**src/hdl/bus_cfg_pkg.sv**
```systemverilog
package bus_cfg_pkg;

  localparam logic [15:0] ARB_INTERLOCK_A_OFS    = 16'h2035;
  localparam logic [15:0] ARB_INTERLOCK_B_OFS    = 16'h2037;
  localparam logic [15:0] CABLE_REQ_PARITY_OFS   = 16'h2065;
  localparam logic [15:0] CABLE_TIMEOUT_OFS      = 16'h2067;
  localparam logic [15:0] BACKPLANE_REQ_OFS      = 16'h20B5;

  localparam logic [7:0]  ARB_INTERLOCK_RESET    = 8'h00;
  localparam logic [7:0]  CABLE_REQ_PARITY_RESET = 8'hE5;
  localparam logic [7:0]  CABLE_TIMEOUT_RESET    = 8'h08;
  localparam logic [7:0]  BACKPLANE_REQ_RESET    = 8'h07;

  localparam int          BP_LEVEL_LSB           = 0;
  localparam int          BP_UNFAIR_BIT          = 4;
  localparam int          CABLE_FAIR_BIT         = 5;
  localparam int          CABLE_PARITY_BIT       = 2;
  localparam int          TIMEOUT_CODE_W         = 4;

  localparam int          CLOCK_MHZ              = 200;
  // timeout table in microseconds, index = code
  localparam int          TIMEOUT_US [16] = '{0, 8, 15, 30, 60, 125, 250, 500, 1000, 2000, 4000, 8000,
                                              16000, 32000, 64000, 128000};
  localparam int          LOAD_CYCLES            = 2;

  typedef struct packed {
    logic [1:0] level;
    logic       unfair;
  } backplane_req_t;

  typedef struct packed {
    logic       fair;
    logic       parity_check;
  } cable_req_t;

  typedef struct packed {
    logic        write;
    logic        read;
    logic [15:0] offset;
    logic [7:0]  data;
  } cfg_access_t;

endpackage : bus_cfg_pkg

```
**src/hdl/cable_watchdog.sv**
```systemverilog
`timescale 1ns/1ps
module cable_watchdog #(
  parameter int SCALE = 1
) (
  input  wire logic       clock,
  input  wire logic       rst,
  input  wire logic [3:0] code,
  input  wire logic       enable,
  input  wire logic       cycle_active,
  input  wire logic       slave_response,
  output logic            expired
);
  logic [31:0] count;
  logic [31:0] next_count;
  logic [31:0] limit;
  logic        next_expired;

  always_comb begin
    limit = 32'(bus_cfg_pkg::TIMEOUT_US[code] * bus_cfg_pkg::CLOCK_MHZ / SCALE);
    next_count = 32'h0;
    next_expired = 1'b0;
    if (enable && cycle_active && !slave_response && code != 4'h0 && !expired) begin
      next_count = count + 32'h1;
      if (next_count >= limit) begin
        next_expired = 1'b1;
        next_count = 32'h0;
      end
    end
  end

  always_ff @(posedge clock) begin
    if (rst) begin
      count   <= 32'h0;
      expired <= 1'b0;
    end else begin
      count   <= next_count;
      expired <= next_expired;
    end
  end
endmodule : cable_watchdog

```
**src/hdl/bus_requester_timeout_config.sv**
```systemverilog
`timescale 1ns/1ps
module bus_requester_timeout_config #(
  parameter int TIMEOUT_SCALE = 1
) (
  input  wire logic        CLOCK,
  input  wire logic        RST,
  input  wire logic        CFG_WRITE,
  input  wire logic        CFG_READ,
  input  wire logic [15:0] CFG_OFFSET,
  input  wire logic [7:0]  CFG_WDATA,
  output logic      [7:0]  CFG_RDATA,
  output logic             CFG_RVALID,
  input  wire logic        CABLE_LOCAL_ACCESS,
  input  wire logic        BP_GRANT,
  input  wire logic        BP_OTHER_REQ,
  input  wire logic        BP_XFER_DONE,
  output logic      [3:0]  BP_REQUEST,
  output logic             BP_BUSY,
  input  wire logic        CABLE_WANT,
  input  wire logic        CABLE_OTHER_REQ,
  input  wire logic        CABLE_GRANT,
  output logic             CABLE_REQUEST,
  input  wire logic        SYS_CONTROLLER,
  input  wire logic        CABLE_CYCLE_ACTIVE,
  input  wire logic        CABLE_SLAVE_RESPONSE,
  input  wire logic        CABLE_MAPS_TO_MAINFRAME,
  output logic             CABLE_TIMEOUT_TERMINATE,
  input  wire logic [31:0] TX_DATA,
  output logic             TX_PARITY,
  input  wire logic [31:0] RX_DATA,
  input  wire logic        RX_PARITY,
  input  wire logic        RX_VALID,
  output logic             RX_PARITY_ERROR,
  output logic             INTERLOCKED,
  output logic             READY
);

  ////////////////////////////////////////////////////////////////////////////
  // configuration bytes

  logic [7:0] arb_a, arb_b, cable_rp, cable_to, bp_req;
  logic [7:0] next_arb_a, next_arb_b, next_cable_rp, next_cable_to, next_bp_req;
  logic [7:0] next_rdata;
  logic       next_rvalid;

  always_comb begin
    next_arb_a    = arb_a;
    next_arb_b    = arb_b;
    next_cable_rp = cable_rp;
    next_cable_to = cable_to;
    next_bp_req   = bp_req;
    next_rdata    = 8'h00;
    next_rvalid   = CFG_READ;
    if (CFG_WRITE) begin
      case (CFG_OFFSET)
        bus_cfg_pkg::ARB_INTERLOCK_A_OFS:  next_arb_a    = CFG_WDATA;
        bus_cfg_pkg::ARB_INTERLOCK_B_OFS:  next_arb_b    = CFG_WDATA;
        bus_cfg_pkg::CABLE_REQ_PARITY_OFS: next_cable_rp = CFG_WDATA;
        bus_cfg_pkg::CABLE_TIMEOUT_OFS:    next_cable_to = CFG_WDATA;
        bus_cfg_pkg::BACKPLANE_REQ_OFS:    next_bp_req   = CFG_WDATA;
        default: begin
        end
      endcase
    end
    if (CFG_READ) begin
      case (CFG_OFFSET)
        bus_cfg_pkg::ARB_INTERLOCK_A_OFS:  next_rdata = arb_a;
        bus_cfg_pkg::ARB_INTERLOCK_B_OFS:  next_rdata = arb_b;
        bus_cfg_pkg::CABLE_REQ_PARITY_OFS: next_rdata = cable_rp;
        bus_cfg_pkg::CABLE_TIMEOUT_OFS:    next_rdata = cable_to;
        bus_cfg_pkg::BACKPLANE_REQ_OFS:    next_rdata = bp_req;
        default:                           next_rdata = 8'h00;
      endcase
    end
  end

  always_ff @(posedge CLOCK) begin
    if (RST) begin
      arb_a      <= bus_cfg_pkg::ARB_INTERLOCK_RESET;
      arb_b      <= bus_cfg_pkg::ARB_INTERLOCK_RESET;
      cable_rp   <= bus_cfg_pkg::CABLE_REQ_PARITY_RESET;
      cable_to   <= bus_cfg_pkg::CABLE_TIMEOUT_RESET;
      bp_req     <= bus_cfg_pkg::BACKPLANE_REQ_RESET;
      CFG_RDATA  <= 8'h00;
      CFG_RVALID <= 1'b0;
    end else begin
      arb_a      <= next_arb_a;
      arb_b      <= next_arb_b;
      cable_rp   <= next_cable_rp;
      cable_to   <= next_cable_to;
      bp_req     <= next_bp_req;
      CFG_RDATA  <= next_rdata;
      CFG_RVALID <= next_rvalid;
    end
  end

  ////////////////////////////////////////////////////////////////////////////
  // decoded settings, reloaded from the configuration bytes every cycle

  bus_cfg_pkg::backplane_req_t bp_set, next_bp_set;
  bus_cfg_pkg::cable_req_t     cable_set, next_cable_set;
  logic [3:0] to_code, next_to_code;
  logic       ilock, next_ilock;
  logic [1:0] load_cnt, next_load_cnt;
  logic       next_ready;

  always_comb begin
    next_bp_set.level          = bp_req[bus_cfg_pkg::BP_LEVEL_LSB +: 2];
    next_bp_set.unfair         = bp_req[bus_cfg_pkg::BP_UNFAIR_BIT];
    next_cable_set.fair        = cable_rp[bus_cfg_pkg::CABLE_FAIR_BIT];
    next_cable_set.parity_check = cable_rp[bus_cfg_pkg::CABLE_PARITY_BIT];
    next_to_code               = cable_to[bus_cfg_pkg::TIMEOUT_CODE_W-1:0];
    next_ilock                 = arb_a[0] & arb_b[0];
    next_load_cnt              = load_cnt;
    next_ready                 = READY;
    if (load_cnt != 2'(bus_cfg_pkg::LOAD_CYCLES)) begin
      next_load_cnt = load_cnt + 2'h1;
    end else begin
      next_ready = 1'b1;
    end
  end

  always_ff @(posedge CLOCK) begin
    if (RST) begin
      bp_set    <= '0;
      cable_set <= '0;
      to_code   <= 4'h0;
      ilock     <= 1'b0;
      load_cnt  <= 2'h0;
      READY     <= 1'b0;
    end else begin
      bp_set    <= next_bp_set;
      cable_set <= next_cable_set;
      to_code   <= next_to_code;
      ilock     <= next_ilock;
      load_cnt  <= next_load_cnt;
      READY     <= next_ready;
    end
  end

  assign INTERLOCKED = ilock;

  ////////////////////////////////////////////////////////////////////////////
  // backplane requester

  typedef enum logic [1:0] {BP_IDLE, BP_REQ, BP_OWN} bp_state_t;
  bp_state_t bp_state, next_bp_state;
  logic      req_pulse_level;
  logic      cable_owned;
  logic      want_bp;

  always_comb begin
    want_bp = READY && CABLE_LOCAL_ACCESS && !(ilock && cable_owned);
    next_bp_state = bp_state;
    case (bp_state)
      BP_IDLE: begin
        if (want_bp && (bp_set.unfair || !BP_OTHER_REQ)) begin
          next_bp_state = BP_REQ;
        end
      end
      BP_REQ: begin
        if (BP_GRANT) begin
          next_bp_state = BP_OWN;
        end
      end
      BP_OWN: begin
        if (BP_XFER_DONE && (BP_OTHER_REQ || !want_bp)) begin
          next_bp_state = BP_IDLE;
        end
      end
      default: next_bp_state = BP_IDLE;
    endcase
  end

  always_ff @(posedge CLOCK) begin
    if (RST) begin
      bp_state <= BP_IDLE;
    end else begin
      bp_state <= next_bp_state;
    end
  end

  assign req_pulse_level = (bp_state == BP_REQ);
  assign BP_REQUEST      = req_pulse_level ? (4'h1 << bp_set.level) : 4'h0;
  assign BP_BUSY         = (bp_state == BP_OWN);

  ////////////////////////////////////////////////////////////////////////////
  // cable requester

  logic cable_req, next_cable_req;

  always_comb begin
    next_cable_req = cable_req;
    if (!cable_req) begin
      if (READY && CABLE_WANT && !(ilock && BP_BUSY) &&
          (!cable_set.fair || !CABLE_OTHER_REQ)) begin
        next_cable_req = 1'b1;
      end
    end else if (!CABLE_WANT) begin
      next_cable_req = 1'b0;
    end
  end

  always_ff @(posedge CLOCK) begin
    if (RST) begin
      cable_req <= 1'b0;
    end else begin
      cable_req <= next_cable_req;
    end
  end

  assign CABLE_REQUEST = cable_req;
  assign cable_owned   = cable_req && CABLE_GRANT;

  ////////////////////////////////////////////////////////////////////////////
  // cable watchdog

  cable_watchdog #(
    .SCALE(TIMEOUT_SCALE)
  ) u_watchdog (
    .clock          (CLOCK),
    .rst            (RST),
    .code           (to_code),
    .enable         (SYS_CONTROLLER && !CABLE_MAPS_TO_MAINFRAME && READY),
    .cycle_active   (CABLE_CYCLE_ACTIVE),
    .slave_response (CABLE_SLAVE_RESPONSE),
    .expired        (CABLE_TIMEOUT_TERMINATE)
  );

  ////////////////////////////////////////////////////////////////////////////
  // parity

  logic tx_par, next_tx_par, rx_err, next_rx_err;

  always_comb begin
    next_tx_par = ^TX_DATA;
    next_rx_err = RX_VALID && cable_set.parity_check && ((^RX_DATA) != RX_PARITY);
  end

  always_ff @(posedge CLOCK) begin
    if (RST) begin
      tx_par <= 1'b0;
      rx_err <= 1'b0;
    end else begin
      tx_par <= next_tx_par;
      rx_err <= next_rx_err;
    end
  end

  assign TX_PARITY       = tx_par;
  assign RX_PARITY_ERROR = rx_err;

endmodule : bus_requester_timeout_config

```
**config.mk**
```make
export PLATFORM = sky130hd
export DESIGN_NAME = bus_requester_timeout_config
export DESIGN_NICKNAME = d
export VERILOG_FILES = /design/src/hdl/bus_cfg_pkg.sv /design/src/hdl/cable_watchdog.sv /design/src/hdl/bus_requester_timeout_config.sv
export SDC_FILE = /design/constraint.sdc
export NUM_CORES = 1
export LEC_CHECK = 0
export BUFFER_PORTS_ARGS = -buffer_cell sky130_fd_sc_hd__buf_2
export CORE_MARGIN = 2
export CORE_UTILIZATION = 57
export DETAILED_ROUTE_END_ITERATION = 16
export PLACE_DENSITY_LB_ADDON = 0.2
export SYNTH_ARGS = -nofsm -noshare
export SYNTH_HDL_FRONTEND = slang
export SYNTH_SLANG_ARGS = --single-unit
```
**constraint.sdc**
```tcl
create_clock -name CLOCK -period 7 [get_ports CLOCK]
set_input_delay 0.7 -clock CLOCK [delete_from_list [all_inputs] [get_ports CLOCK]]
set_output_delay 0.7 -clock CLOCK [all_outputs]
set_load 0.05 [all_outputs]
```
==> impl_metrics.yaml <==
floorplan:
  dieArea_um2: 13200
  start_util: 0.585
  core_area_um2: 12000
  dieWidth_um: 115
  die_h_um: 115
  rows: 40
  pin_count: 125
place:
  port_buffers: 124
  finalWeightedCongestion: 0.937
  dp_hpwl_mm: 12.9
critical_path:
  crit_buf_inv: 2
  path_max_fanout: 27
  worstSetupPathType: "reg2reg"
  crit_required_ps: 7220
  cp-start-kind: "register"
  crit_family: "compound AO/OA/AOI/OAI gates"
  worstPathArrival_ps: 6440
  critPathSlowestCell: "dfxtp_1"
  path_cells: "inv_1, and3_1, or3_1, inv_1, ha_1, ha_1, xor2_1, ha_1, fa_1, a211o_1, a21oi_1, o21ai_0, a31oi_1, nor2_1, a21oi_1, xor2_1, ha_1, a211o_1, a31oi_1, o21bai_1, a211o_1, o2111ai_1, nand4_4, nor2b_1"
  slowest_delay_ps: 550
  cp_common_cell: "ha_1"
  worstSetupEndpointType: "register"
synth:
  synthCells: 772
  synth_ff_type: "dfxtp_1"
  synth_mux_area_frac: 0.0301
  mappedNetlistArea_um2: 7030
  synth-seq-cells: 100
  synth_cell_type_count: 57
  synth_compound_gate_area_share: 0.120
  synth_warnings: 0
  synthAdderAreaFrac: 0.167
  syn_avg_cell_area_um2: 9.11
  synth_area_leaders: "dfxtp_1, ha_1, xnor2_1, nand2_1, xor2_1"
  async_reset_ff_frac: 0
  synthSimpleGateAreaFrac: 0.226
  post_synth_xor_area_fraction: 0.140
  synth_top_family_by_area: "simple AND/OR/NAND/NOR gates"
  synth_top_cell_by_area: "dfxtp_1"
  synth.top_cell.area_share: 0.285
  synth_edf_count: 0
  seq_area_frac_synth: 0.285
sta:
  relSlewSlack: 0.303
  slew_viol_final: 0
  setup_viol: 0
  rsz0062_at_grt: "no"
  clock_skew_ps: 10.3
  tns_ps: 0
  period_needed_ps: 6220
  holdWs_ps: 427
  hold_violations: 0
  fin_crit_sh: 0.889
  tightest_slew_ps: 1040
  fmax_ghz: 0.161
global_routing:
  grt_pass1_wl_mm: 26.8
  grt_busiest_layer: "met2"
  grt_use_met1: 0.288
  antenna_found_initial: 1
  overflow: 0
  grt_max_degree: 61
  grt_util_met3: 0.0369
  grt_pass1_vias: 5849
  grt_util_met2: 0.468
  grt_use_total: 0.253
cells_and_area:
  layout.nets: 1087
  final_common_cell: "buf_2"
  drive_gt1_frac: 0.197
  layout_common_cells: "buf_2, dfxtp_1, xnor2_1"
  syn2layout_area_growth_pct: 14.6
  nFillCells: 1004
routing:
  drc: 0
  dr_total_vias: 5893
  drt_first_pass_iters: 5
  ant_nets: 0
  routed_wl_mm: 16.2
  drt_iter0_drc: 328
  routed_via_density: 5.63
  wl_per_cell_um: 15.5
clock_network:
  clk_latency_ps: 350
  cts_sinks: 100
  cts_setup_buffers: 0
  clockBufferDepth: 2
  h-tree-depth: 3
  cts-root-buf: "clkbuf_16"
  ctsHoldBuffers: 0
  cts_buffers: 9
  cts.repair.resized: 0
  cts.clk_slew.worst_paths_ps: 80
  tritoncts: "done"
pwr:
  p_switching_uw: 412
  power.internal_uw: 981
  powerDensity_nw_per_um2: 173
  swShare: 0.296
  combPwrFrac: 0.225
  p_clk_frac: 0.348
  vdd_drop_max_mv: 0.150
  leakage_uw: 0.00367
  p_seq_frac: 0.428
run_status:
  status: "completed"
worst_hold_path:
  min_path_type: "reg2reg"
job:
  drv_cap: 0
## logic make-up (layout without fill, tap and decap cells)
kind of cell	after synthesis	count (layout)
flip-flops	100	100
adder cells (fa/ha/maj)	89	89
AND/OR/NAND/NOR	269	269
XOR/XNOR	112	112
buffers and inverters	55	176
other	1	7
AO/OA/AOI/OAI	125	125
multiplexers	21	21
## synthesized netlist by cell type (9+ instances only)
library cell / n
xor2_1: 29
nor2b_1: 20
nor3b_1: 9
nor3b_2: 17
inv_1: 33
a22oi_1: 11
dfxtp_1: 100
nand3_1: 20
clkbuf_1: 15
nand2_1: 71
nor2_1: 60
a21oi_1: 41
nand4_1: 12
o21ai_0: 17
a211o_1: 9
xnor2_1: 83
a21o_1: 15
ha_1: 81
mux2i_1: 20
## metal layers
layer | routed length (um) | up-vias
met2 | 8480 | 165
met4 | 541 | 0
met1 | 6500 | 2742
met5 | 0 | -
li1 | - | 2954
met3 | 669 | 32
## power groups by stage
stage	Clock [uW]	Sequential, uW	Combinational, uW
2_1_floorplan	0	628	214
3_3_place_gp	0	608	305
3_5_place_dp	0	609	313
4_1_cts	488	596	316
5_1_grt	514	598	349
6_report	484	596	313
## tightest hold or removal path, stage by stage (launching register included)
cell and delay, ps:
dfxtp_1 300, nand2_1 50, nor3_1 30
## final timing paths
path | startpoint | endpoint | slack [ps] | cells after the start
min reg2reg | cable_set[0] | RX_PARITY_ERROR | 430 | 2
max reg2reg | to_code[0] | u_watchdog.expired | 780 | 24
max | to_code[0] | u_watchdog.expired | 780 | 24
min | cable_set[0] | RX_PARITY_ERROR | 430 | 2
## per-stage QoR
step / instance area [um^2] / setup slack (ps) / utilization / std cells / power (uW)
after CTS: 8060 / 793 / 0.671 / 1045 / 1400
final: 8060 / 779 / 0.671 / 1046 / 1390
after global placement: 7770 / 939 / 0.647 / 1029 / 914
after floorplan: 7050 / 1610 / - / 777 / 842
after detailed placement: 7770 / 822 / 0.647 / 1029 / 922
after global routing: 8060 / 97.9 / 0.671 / 1046 / 1460
## area by class of cell
class	count	area, um^2	area share
Multi-Input combinational cell	622	4820	0.598
Sequential cell	100	2000	0.248
Timing Repair Buffer	126	636	0.0789
Clock buffer	9	225	0.0279
Tap cell	147	184	0.0228
Inverter	34	128	0.0158
Clock inverter	7	63.8	0.00792
Antenna cell	1	2.50	0.000310
## registers in the layout, indices dropped and copies added, names as in the netlist
register and cells:
bp_req 8, cable_to 8, CABLE_REQUEST 1, arb_b 8, arb_a 8, CFG_RDATA 8
cable_set 2, TX_PARITY 1, CFG_RVALID 1, RX_PARITY_ERROR 1, u_watchdog.count 32, cable_rp 8
bp_state 2, INTERLOCKED 1, u_watchdog.expired 1, to_code 4, READY 1, bp_set 3
load_cnt 2
No activity file was read; power rests on OpenSTA's default activity.
